### config.mk
export PLATFORM = sky130hd
export DESIGN_NAME = aptc_top
export DESIGN_NICKNAME = d
export VERILOG_FILES = /design/src/aptc_pkg.sv /design/src/aptc_pair_if.sv /design/src/aptc_pair_seq.sv /design/src/aptc_top.sv
export VERILOG_INCLUDE_DIRS = /design/src
export SDC_FILE = /design/constraint.sdc
export NUM_CORES = 1
export LEC_CHECK = 0
export BUFFER_PORTS_ARGS = -buffer_cell sky130_fd_sc_hd__buf_2
export CORE_MARGIN = 1
export CORE_UTILIZATION = 49
export CTS_BUF_LIST = sky130_fd_sc_hd__clkbuf_16
export CTS_CLUSTER_DIAMETER = 30
export CTS_CLUSTER_SIZE = 28
export DETAILED_ROUTE_END_ITERATION = 8
export PLACE_DENSITY = 0.75
export SYNTH_ARGS = -nofsm -noshare
export SYNTH_HDL_FRONTEND = slang
export SYNTH_SLANG_ARGS = --single-unit
### constraint.sdc
create_clock -name sys_clk -period 2 [get_ports sys_clk]
set_input_delay 0.4 -clock sys_clk [delete_from_list [all_inputs] [get_ports sys_clk]]
set_output_delay 0.4 -clock sys_clk [all_outputs]
set_load 0.02 [all_outputs]
### src/aptc_defs.svh
`ifndef APTC_DEFS_SVH
`define APTC_DEFS_SVH
`define APTC_OFF_MAIN_CTRL 12'h000
`define APTC_OFF_PAIR_CTRL 12'h004
`define APTC_OFF_STATUS 12'h008
`define APTC_MAIN_ON_BIT 15
`define APTC_MAIN_ASYNC_BIT 4
`define APTC_MAIN_DIV_LSB 0
`define APTC_MAIN_DIV_W 3
`define APTC_MAIN_DIV_RESET 3'h3
`define APTC_MAIN_WMASK 16'h8017
`define APTC_P3_IRQ_BIT 15
`define APTC_P3_PEND_BIT 14
`define APTC_P3_SWT_BIT 13
`define APTC_P3_SEL_LSB 8
`define APTC_P2_IRQ_BIT 7
`define APTC_P2_PEND_BIT 6
`define APTC_P2_SWT_BIT 5
`define APTC_P2_SEL_LSB 0
`define APTC_SEL_W 5
`define APTC_SEL_SOFT 5'h01
`define APTC_SAMPLE_ADC_CYCLES 2
`endif

### src/aptc_pkg.sv
package aptc_pkg;
  typedef enum logic [1:0] {
    APTC_IDLE,
    APTC_SAMPLE,
    APTC_CONVERT
  } aptc_pair_state_t;
  typedef logic [4:0] aptc_sel_t;
endpackage : aptc_pkg

### src/aptc_pair_if.sv
`timescale 1ns/100ps
interface aptc_pair_if;
  logic start;
  logic async_mode;
  logic adc_tick;
  logic grant;
  logic conv_done;
  logic pending;
  logic want;
  logic sampling;
  logic irq_event;
  modport ctrl (
    output start, async_mode, adc_tick, grant, conv_done,
    input pending, want, sampling, irq_event
  );
  modport pair (
    input start, async_mode, adc_tick, grant, conv_done,
    output pending, want, sampling, irq_event
  );
endinterface : aptc_pair_if

### src/aptc_pair_seq.sv
`timescale 1ns/100ps
`include "aptc_defs.svh"
module aptc_pair_seq (
  input wire logic sys_clk,
  input wire logic rstn,
  aptc_pair_if.pair pif
);
  import aptc_pkg::*;
  aptc_pair_state_t state;
  aptc_pair_state_t next_state;
  logic [1:0] cnt;
  logic [1:0] next_cnt;
  logic pend;
  logic next_pend;
  logic irq;
  logic next_irq;

  always_comb begin
    next_state = state;
    next_cnt = cnt;
    next_pend = pend;
    next_irq = 1'b0;
    if (pif.start) begin
      next_pend = 1'b1;
    end
    case (state)
      APTC_IDLE: begin
        if (pend && pif.grant) begin
          next_state = APTC_CONVERT;
        end
      end
      APTC_SAMPLE: begin
        if (pif.adc_tick) begin
          next_cnt = cnt + 2'h1;
          if (cnt == 2'(`APTC_SAMPLE_ADC_CYCLES - 1)) begin
            next_state = APTC_CONVERT;
          end
        end
      end
      APTC_CONVERT: begin
        if (pif.conv_done) begin
          next_state = APTC_IDLE;
          next_pend = pif.start;
          next_irq = 1'b1;
        end
      end
      default: next_state = APTC_IDLE;
    endcase
    // Queued request waits for the shared converter, then samples, or converts at once in async mode
    if (state == APTC_IDLE && pend && pif.grant) begin

      if (pif.async_mode) begin
        next_state = APTC_CONVERT;
      end else begin
        next_state = APTC_SAMPLE;
        next_cnt = 2'h0;
      end
    end
  end

  always_ff @(posedge sys_clk or negedge rstn) begin
    if (!rstn) begin
      state <= APTC_IDLE;
      cnt <= 2'h0;
      pend <= 1'b0;
      irq <= 1'b0;
    end else begin
      state <= next_state;
      cnt <= next_cnt;
      pend <= next_pend;
      irq <= next_irq;
    end
  end

  assign pif.pending = pend;
  assign pif.want = pend && (state == APTC_IDLE);
  // Async mode tracks continuously until the trigger is seen
  assign pif.sampling = (state == APTC_SAMPLE) ||
    (pif.async_mode && !pend && state == APTC_IDLE);
  assign pif.irq_event = irq;
endmodule : aptc_pair_seq

### src/aptc_top.sv
`timescale 1ns/100ps
`include "aptc_defs.svh"
// Notes on behaviour
// Each pair's sample-and-hold starts on its own trigger, independently. Sync-mode sampling here waits for the shared converter grant.
// Async mode: sample continuously, stop at once when trigger seen.
// Sync mode: sampling starts on trigger, lasts two ADC clock cycles.
// Divider field bits 2:0 divides input clock by value plus one.
// Async bit and divider change only while converter is off.
// Main control bit 3 reads as zero.
// Pair-3 interrupt enable raises request when pair-3 conversion ends.
// Pending sets on selected trigger, clears when conversion completes.
// Soft trigger bit starts pair-3 conversion when source selects software.
// Soft trigger bit clears when the pending bit becomes set.
// Software selects software source before setting soft trigger.
// Requests wait while converter busy, then run when free.
// Low byte controls pair 2 with same fields.
// Five-bit trigger select picks input; pair controls reset to zero.
module aptc_top (
  input wire logic sys_clk,
  input wire logic rstn,
  input wire logic psel,
  input wire logic penable,
  input wire logic pwrite,
  input wire logic [11:0] paddr,
  input wire logic [31:0] pwdata,
  output logic [31:0] prdata,
  output logic pready,
  output logic pslverr,
  input wire logic [31:0] trig_in,
  input wire logic conv_done,
  output logic conv_clk,
  output logic [1:0] sample_en,
  output logic [1:0] conv_start,
  output logic [1:0] irq_req
);
  import aptc_pkg::*;
  aptc_pair_if p3 ();
  aptc_pair_if p2 ();

  logic [15:0] main_ctrl;
  logic [15:0] next_main_ctrl;
  logic [15:0] pair_ctrl;
  logic [15:0] next_pair_ctrl;
  logic [31:0] trig_m;
  logic [31:0] trig_s;
  logic [31:0] trig_d;
  logic [2:0] div_cnt;
  logic [2:0] next_div_cnt;
  logic tick;
  logic next_tick;
  logic cclk;
  logic next_cclk;
  logic busy3;
  logic busy2;
  logic next_busy3;
  logic next_busy2;
  logic [31:0] next_prdata;
  logic next_pready;
  logic next_pslverr;
  logic [1:0] next_sample_en;
  logic [1:0] next_conv_start;
  logic [1:0] next_irq;
  logic [31:0] trig_rise;
  logic hit3;
  logic hit2;
  logic wr;
  logic rd;
  logic mapped;
  logic grant3;
  logic grant2;
  logic on;

  always_ff @(posedge sys_clk or negedge rstn) begin
    if (!rstn) begin
      trig_m <= 32'h0;
      trig_s <= 32'h0;
      trig_d <= 32'h0;
    end else begin
      trig_m <= trig_in;
      trig_s <= trig_m;
      trig_d <= trig_s;
    end
  end

  assign trig_rise = trig_s & ~trig_d;
  assign on = main_ctrl[`APTC_MAIN_ON_BIT];
  // Soft trigger counts only while the pair selects the software source
  assign hit3 = on && (pair_ctrl[`APTC_P3_SEL_LSB +: `APTC_SEL_W] ==
    `APTC_SEL_SOFT ? pair_ctrl[`APTC_P3_SWT_BIT] :
    trig_rise[pair_ctrl[`APTC_P3_SEL_LSB +: `APTC_SEL_W]]);
  assign hit2 = on && (pair_ctrl[`APTC_P2_SEL_LSB +: `APTC_SEL_W] ==
    `APTC_SEL_SOFT ? pair_ctrl[`APTC_P2_SWT_BIT] :
    trig_rise[pair_ctrl[`APTC_P2_SEL_LSB +: `APTC_SEL_W]]);
  assign wr = psel && penable && pwrite;
  assign rd = psel && penable && !pwrite;
  assign mapped = paddr == `APTC_OFF_MAIN_CTRL ||
    paddr == `APTC_OFF_PAIR_CTRL || paddr == `APTC_OFF_STATUS;
  // One shared converter; pair 3 wins a tie, the other waits
  assign grant3 = p3.want && !busy2 && !busy3;
  assign grant2 = p2.want && !busy3 && !busy2 && !grant3;

  assign p3.start = hit3 && !p3.pending;
  assign p2.start = hit2 && !p2.pending;
  assign p3.async_mode = main_ctrl[`APTC_MAIN_ASYNC_BIT];
  assign p2.async_mode = main_ctrl[`APTC_MAIN_ASYNC_BIT];
  assign p3.adc_tick = tick;
  assign p2.adc_tick = tick;
  assign p3.grant = grant3;
  assign p2.grant = grant2;
  assign p3.conv_done = conv_done && busy3;
  assign p2.conv_done = conv_done && busy2;

  aptc_pair_seq u_pair3 (
    .sys_clk(sys_clk),
    .rstn(rstn),
    .pif(p3)
  );

  aptc_pair_seq u_pair2 (
    .sys_clk(sys_clk),
    .rstn(rstn),
    .pif(p2)
  );

  always_comb begin
    next_div_cnt = div_cnt;
    next_tick = 1'b0;
    next_cclk = cclk;
    if (!on) begin
      next_div_cnt = 3'h0;
      next_cclk = 1'b0;
    end else if (div_cnt ==
        main_ctrl[`APTC_MAIN_DIV_LSB +: `APTC_MAIN_DIV_W]) begin
      next_div_cnt = 3'h0;
      next_tick = 1'b1;
      next_cclk = 1'b1;
    end else begin
      next_div_cnt = div_cnt + 3'h1;
      next_cclk = 1'b0;
    end
  end

  always_comb begin
    next_main_ctrl = main_ctrl;
    next_pair_ctrl = pair_ctrl;
    if (wr && paddr == `APTC_OFF_MAIN_CTRL) begin
      if (on) begin
        // Mode and divider frozen while running to avoid a glitched clock
        next_main_ctrl[`APTC_MAIN_ON_BIT] = pwdata[`APTC_MAIN_ON_BIT];
      end else begin
        next_main_ctrl = pwdata[15:0] & `APTC_MAIN_WMASK;
      end
    end
    if (wr && paddr == `APTC_OFF_PAIR_CTRL) begin
      next_pair_ctrl = pwdata[15:0];
    end
    // Pending is owned by the sequencers; shown here for readback
    // Start counts too, so pending shows at the edge that clears soft bit
    next_pair_ctrl[`APTC_P3_PEND_BIT] = p3.pending || p3.start;
    next_pair_ctrl[`APTC_P2_PEND_BIT] = p2.pending || p2.start;
    if (p3.start) begin
      next_pair_ctrl[`APTC_P3_SWT_BIT] = 1'b0;
    end
    if (p2.start) begin
      next_pair_ctrl[`APTC_P2_SWT_BIT] = 1'b0;
    end
  end

  always_comb begin
    next_prdata = 32'h0;
    next_pready = psel && !pready;
    next_pslverr = psel && !pready && !mapped;
    if (psel && !pready) begin
      case (paddr)
        `APTC_OFF_MAIN_CTRL: next_prdata = {16'h0, main_ctrl};
        `APTC_OFF_PAIR_CTRL: next_prdata = {16'h0, pair_ctrl};
        `APTC_OFF_STATUS: next_prdata = {28'h0, busy3, busy2,
          p3.pending, p2.pending};
        default: next_prdata = 32'h0;
      endcase
    end
    next_busy3 = (busy3 && !conv_done) || grant3;
    next_busy2 = (busy2 && !conv_done) || grant2;
    next_sample_en = {p3.sampling, p2.sampling};
    next_conv_start = {grant3, grant2};
    next_irq = {p3.irq_event && pair_ctrl[`APTC_P3_IRQ_BIT],
      p2.irq_event && pair_ctrl[`APTC_P2_IRQ_BIT]};
  end

  always_ff @(posedge sys_clk or negedge rstn) begin
    if (!rstn) begin
      main_ctrl <= {13'h0, `APTC_MAIN_DIV_RESET};
      pair_ctrl <= 16'h0;
      div_cnt <= 3'h0;
      tick <= 1'b0;
      cclk <= 1'b0;
      busy3 <= 1'b0;
      busy2 <= 1'b0;
      prdata <= 32'h0;
      pready <= 1'b0;
      pslverr <= 1'b0;
      sample_en <= 2'h0;
      conv_start <= 2'h0;
      irq_req <= 2'h0;
      conv_clk <= 1'b0;
    end else begin
      main_ctrl <= next_main_ctrl;
      pair_ctrl <= next_pair_ctrl;
      div_cnt <= next_div_cnt;
      tick <= next_tick;
      cclk <= next_cclk;
      busy3 <= next_busy3;
      busy2 <= next_busy2;
      prdata <= next_prdata;
      pready <= next_pready;
      pslverr <= next_pslverr;
      sample_en <= next_sample_en;
      conv_start <= next_conv_start;
      irq_req <= next_irq;
      conv_clk <= cclk;
    end
  end
endmodule : aptc_top
==> impl_metrics.py <==
metrics = {
    "status": {
        "status": "finished, violations left",
        "violations": "design-rule violations",
    },
    "die": {
        "std_cell_rows": 40,
        "dieArea_um2": 12800,
        "dieHeight_um": 113,
        "ioPinCount": 123,
        "die_x_um": 113,
        "core_area_um2": 12000,
        "initial_core_util_pct": 50.2,
    },
    "route": {
        "viasPerCell": 5.14,
        "ant_nets": 0,
        "drt_wl_total_mm": 11.0,
        "first_iter_violations": 202,
        "drc": 1,
        "met2_length_mm": 5.37,
        "met1_length_mm": 4.80,
        "top_layer": "met4",
        "num_vias": 3647,
        "wl_met3_um": 572,
        "wl_per_cell_um": 15.6,
        "dr.pass1.iters": 6,
    },
    "global_routing": {
        "grt_pass1_vias": 3788,
        "grt_use_total_pct": 19.4,
        "antenna_found_initial": 0,
        "grt_max_degree": 47,
        "grt_overflow_total": 0,
        "grt_first_pass_wirelength_mm": 18.5,
    },
    "pwr": {
        "leakagePower_uw": 0.00352,
        "power_uw": 6670,
        "vdd_drop_max_uv": 707,
        "power_density_nw_per_um2": 904,
    },
    "synthesis": {
        "syn-cell-area_um2": 6030,
        "yosysWarnings": 0,
        "syn_avg_cell_area_um2": 14.0,
        "synth.area.top_cells": "dfrtp_1 (66%), mux4_2 (3.4%), mux2_4 (2.5%)",
        "synth_seq_area_share_pct": 66.4,
        "synth_fa_ha_area_share_pct": 0.622,
        "syn_inst": 432,
        "synth_seq_cells": 160,
        "synth-simple-area-share_pct": 12.4,
        "synth_mux_area_share_pct": 8.09,
        "synth_top_family_by_area": "simple AND/OR/NAND/NOR gates",
        "synthXorXnorAreaFrac_pct": 0.871,
        "synth_ff_type": "dfrtp_1",
        "synth_cell_type_count": 62,
        "synthDominantCellAreaShare_pct": 65.6,
        "synth_compound_area_share_pct": 7.07,
        "synthArstFlopShare_pct": 100,
        "synth-edff-count": 0,
        "yosysTopAreaCell": "dfrtp_1",
    },
    "worst_setup_path": {
        "cpMaxStageDelayCell": "dfrtp_2",
        "worstPathMaxFanout": 10,
        "crit_family": "compound AO/OA/AOI/OAI gates",
        "worstRegToRegCells": 5,
        "r2r-start": "pair_ctrl[0]$_DFFE_PN0P_",
        "cp_num_buf_inv": 1,
        "arrival_ns": 2.24,
        "r2r_end": "pair_ctrl[5]$_DFFE_PN0P_",
        "start_kind": "register",
        "worst_setup_path_end_kind": "register",
        "ff2ff_setup_slack_ns": 0.06,
        "worstSetupPathType": "reg -> reg",
        "worstPathRequired_ns": 2.30,
        "max_stage_delay_ns": 0.43,
        "path_cells": "buf_4 > o311a_1 > o32ai_2 > a2111oi_2 > o41a_1",
    },
    "clocking": {
        "root_buffer": "clkbuf_16",
        "cts_tree": "yes",
        "htreeDepth": 4,
        "clk_pin_slew_ns": 0.06,
        "clock_path_buffers": 2,
        "numCtsBuffers": 17,
        "clock_latency_ns": 0.42,
        "cts.sinks": 160,
    },
    "placement": {
        "hpwlAfterDp_mm": 7.95,
        "io_buffers": 88,
        "gp_congestion": 0.858,
    },
    "cells_and_area": {
        "num_antenna_cells": 0,
        "nNetsFinal": 635,
        "syn2layout_area_growth_pct": 22.3,
        "drive_above_1_share_pct": 34.7,
        "nFillCells": 921,
    },
    "timing": {
        "timing.slew.headroom_pct": 66.4,
        "fin_worst_skew_ns": 0.00531,
        "fin_crit_sh_pct": 97.0,
        "max_freq_ghz": 0.515,
        "finalHoldViolations": 0,
        "rsz0062_at_grt": "true",
        "drv_slew": 0,
        "setup_tns_ns": 0,
        "finalSetupViolations": 0,
        "tightest_slew_ns": 0.500,
        "fin_crit_ns": 1.94,
    },
    "min_path": {
        "hp-start": "trig_in[23]",
        "hold_class": "in -> reg",
        "holdPathStages": 1,
        "hold_end": "trig_m[23]$_DFF_PN0_",
    },
    "run": {
        "maxCapViolCount": 0,
    },
}
[Yosys cell counts, types with 4 or more instances]
cell type	n
or3b_2	4
a21oi_1	10
nor3_1	5
o21ai_0	5
buf_4	16
inv_1	18
mux4_2	9
mux2_4	10
a22oi_1	5
and3_1	13
nand3b_1	7
nor2_1	29
nor3b_1	4
xnor2_1	5
nand2_1	13
dfrtp_1	158
nor2b_1	7
mux2_2	10
nand2b_1	23
nand3_1	6
a31o_2	4
clkbuf_1	11
[cells by family (layout without fill, tap and decap cells)]
| group | Yosys count | in the layout |
|---|---|---|
| DFF | 160 | 160 |
| and+or+nand+nor | 125 | 125 |
| AOI/OAI and AO/OA | 57 | 57 |
| buffers and inverters | 49 | 164 |
| muxes | 31 | 31 |
| xor gates and xnor gates | 6 | 6 |
| adders and majority gates | 3 | 3 |
| other | 1 | 16 |
[per-stage QoR]
step,setup WS (ns),std cells,hold slack [ns],instance area [um^2],utilization (%)
detailed placement,-0.353,675,0.335,6760,56.3
global route,-0.0213,709,0.0635,7370,61.4
floorplan,-0.277,447,0.104,6100,-
finish,0.0601,709,0.0857,7370,61.4
CTS,0.0182,707,0.0644,7320,61.0
global placement,-0.317,675,0.334,6760,56.3
[layout by cell type, fill, tap and decap left out, types with 3 or more instances in the layout]
| cell type | instances |
|---|---|
| dfrtp_1 | 155 |
| clkinvlp_4 | 3 |
| clkbuf_16 | 17 |
| a21oi_1 | 10 |
| nand2_1 | 13 |
| buf_12 | 4 |
| and3_1 | 13 |
| buf_4 | 22 |
| mux4_2 | 9 |
| a32oi_1 | 3 |
| nor3_1 | 5 |
| buf_2 | 87 |
| nand3_1 | 6 |
| nor2_1 | 29 |
| conb_1 | 16 |
| nand3b_1 | 7 |
| a31o_2 | 4 |
| inv_1 | 20 |
| clkinv_2 | 4 |
| or3b_2 | 4 |
| dfrtp_2 | 3 |
| mux2_2 | 7 |
| nand2b_1 | 23 |
| nor3b_1 | 4 |
| a211oi_1 | 3 |
| mux2_4 | 13 |
| a22oi_1 | 5 |
| ha_1 | 3 |
| o21ai_0 | 5 |
| xnor2_1 | 5 |
| nor2b_1 | 6 |
[sequential cells by signal (all words and copies together) (netlist names), 3 cells and up]
signal     cells
div_cnt        3
prdata        16
trig_d        32
main_ctrl      5
pair_ctrl     16
trig_m        32
trig_s        32
[layout make-up]
cell class / instances / area (um^2) / share of cell area [%]
inverter: 18 / 67.6 / 0.916
tap: 147 / 184 / 2.49
clock buffer: 17 / 425 / 5.77
sequential: 160 / 4010 / 54.4
multi-input combinational: 238 / 1860 / 25.2
clock inverter: 14 / 126 / 1.71
timing repair buffer: 115 / 702 / 9.52
[metal layers]
metal  track usage [%]  vias to the layer above
met4              10.9                        0
li1                  -                     1726
met3              5.30                       19
met1              24.6                     1786
met5                 0                        -
met2              30.5                      116
[what timing repair did]
action / 4_1_cts / 5_1_grt
cloned: 0 / 0
gates resized for setup: 3 / 7
endpoints found under the hold margin: 41 / 0
pin swaps: 0 / 2
hold buffers: 1 / 0
setup buffers: 0 / 2
setup endpoints to repair: 4 / 4
[worst max-delay path by stage]
stage	from	cells after the start	to
floorplan	paddr[11]	6	pair_ctrl[10]$_DFFE_PN0P_
global placement	paddr[11]	6	main_ctrl[2]$_DFFE_PN0P_
detailed placement	paddr[11]	7	pair_ctrl[5]$_DFFE_PN0P_
CTS	pair_ctrl[0]$_DFFE_PN0P_	5	pair_ctrl[5]$_DFFE_PN0P_
global route	trig_d[5]$_DFF_PN0_	5	u_pair2.pif.pending$_DFF_PN0_
finish	pair_ctrl[0]$_DFFE_PN0P_	5	pair_ctrl[5]$_DFFE_PN0P_
[power breakdown]
part,internal (uW),switching [uW],total [uW]
logic,119,177,296
registers,3350,55.5,3410
clock network,1800,1160,2960
Power figures use the tool's default switching activity.
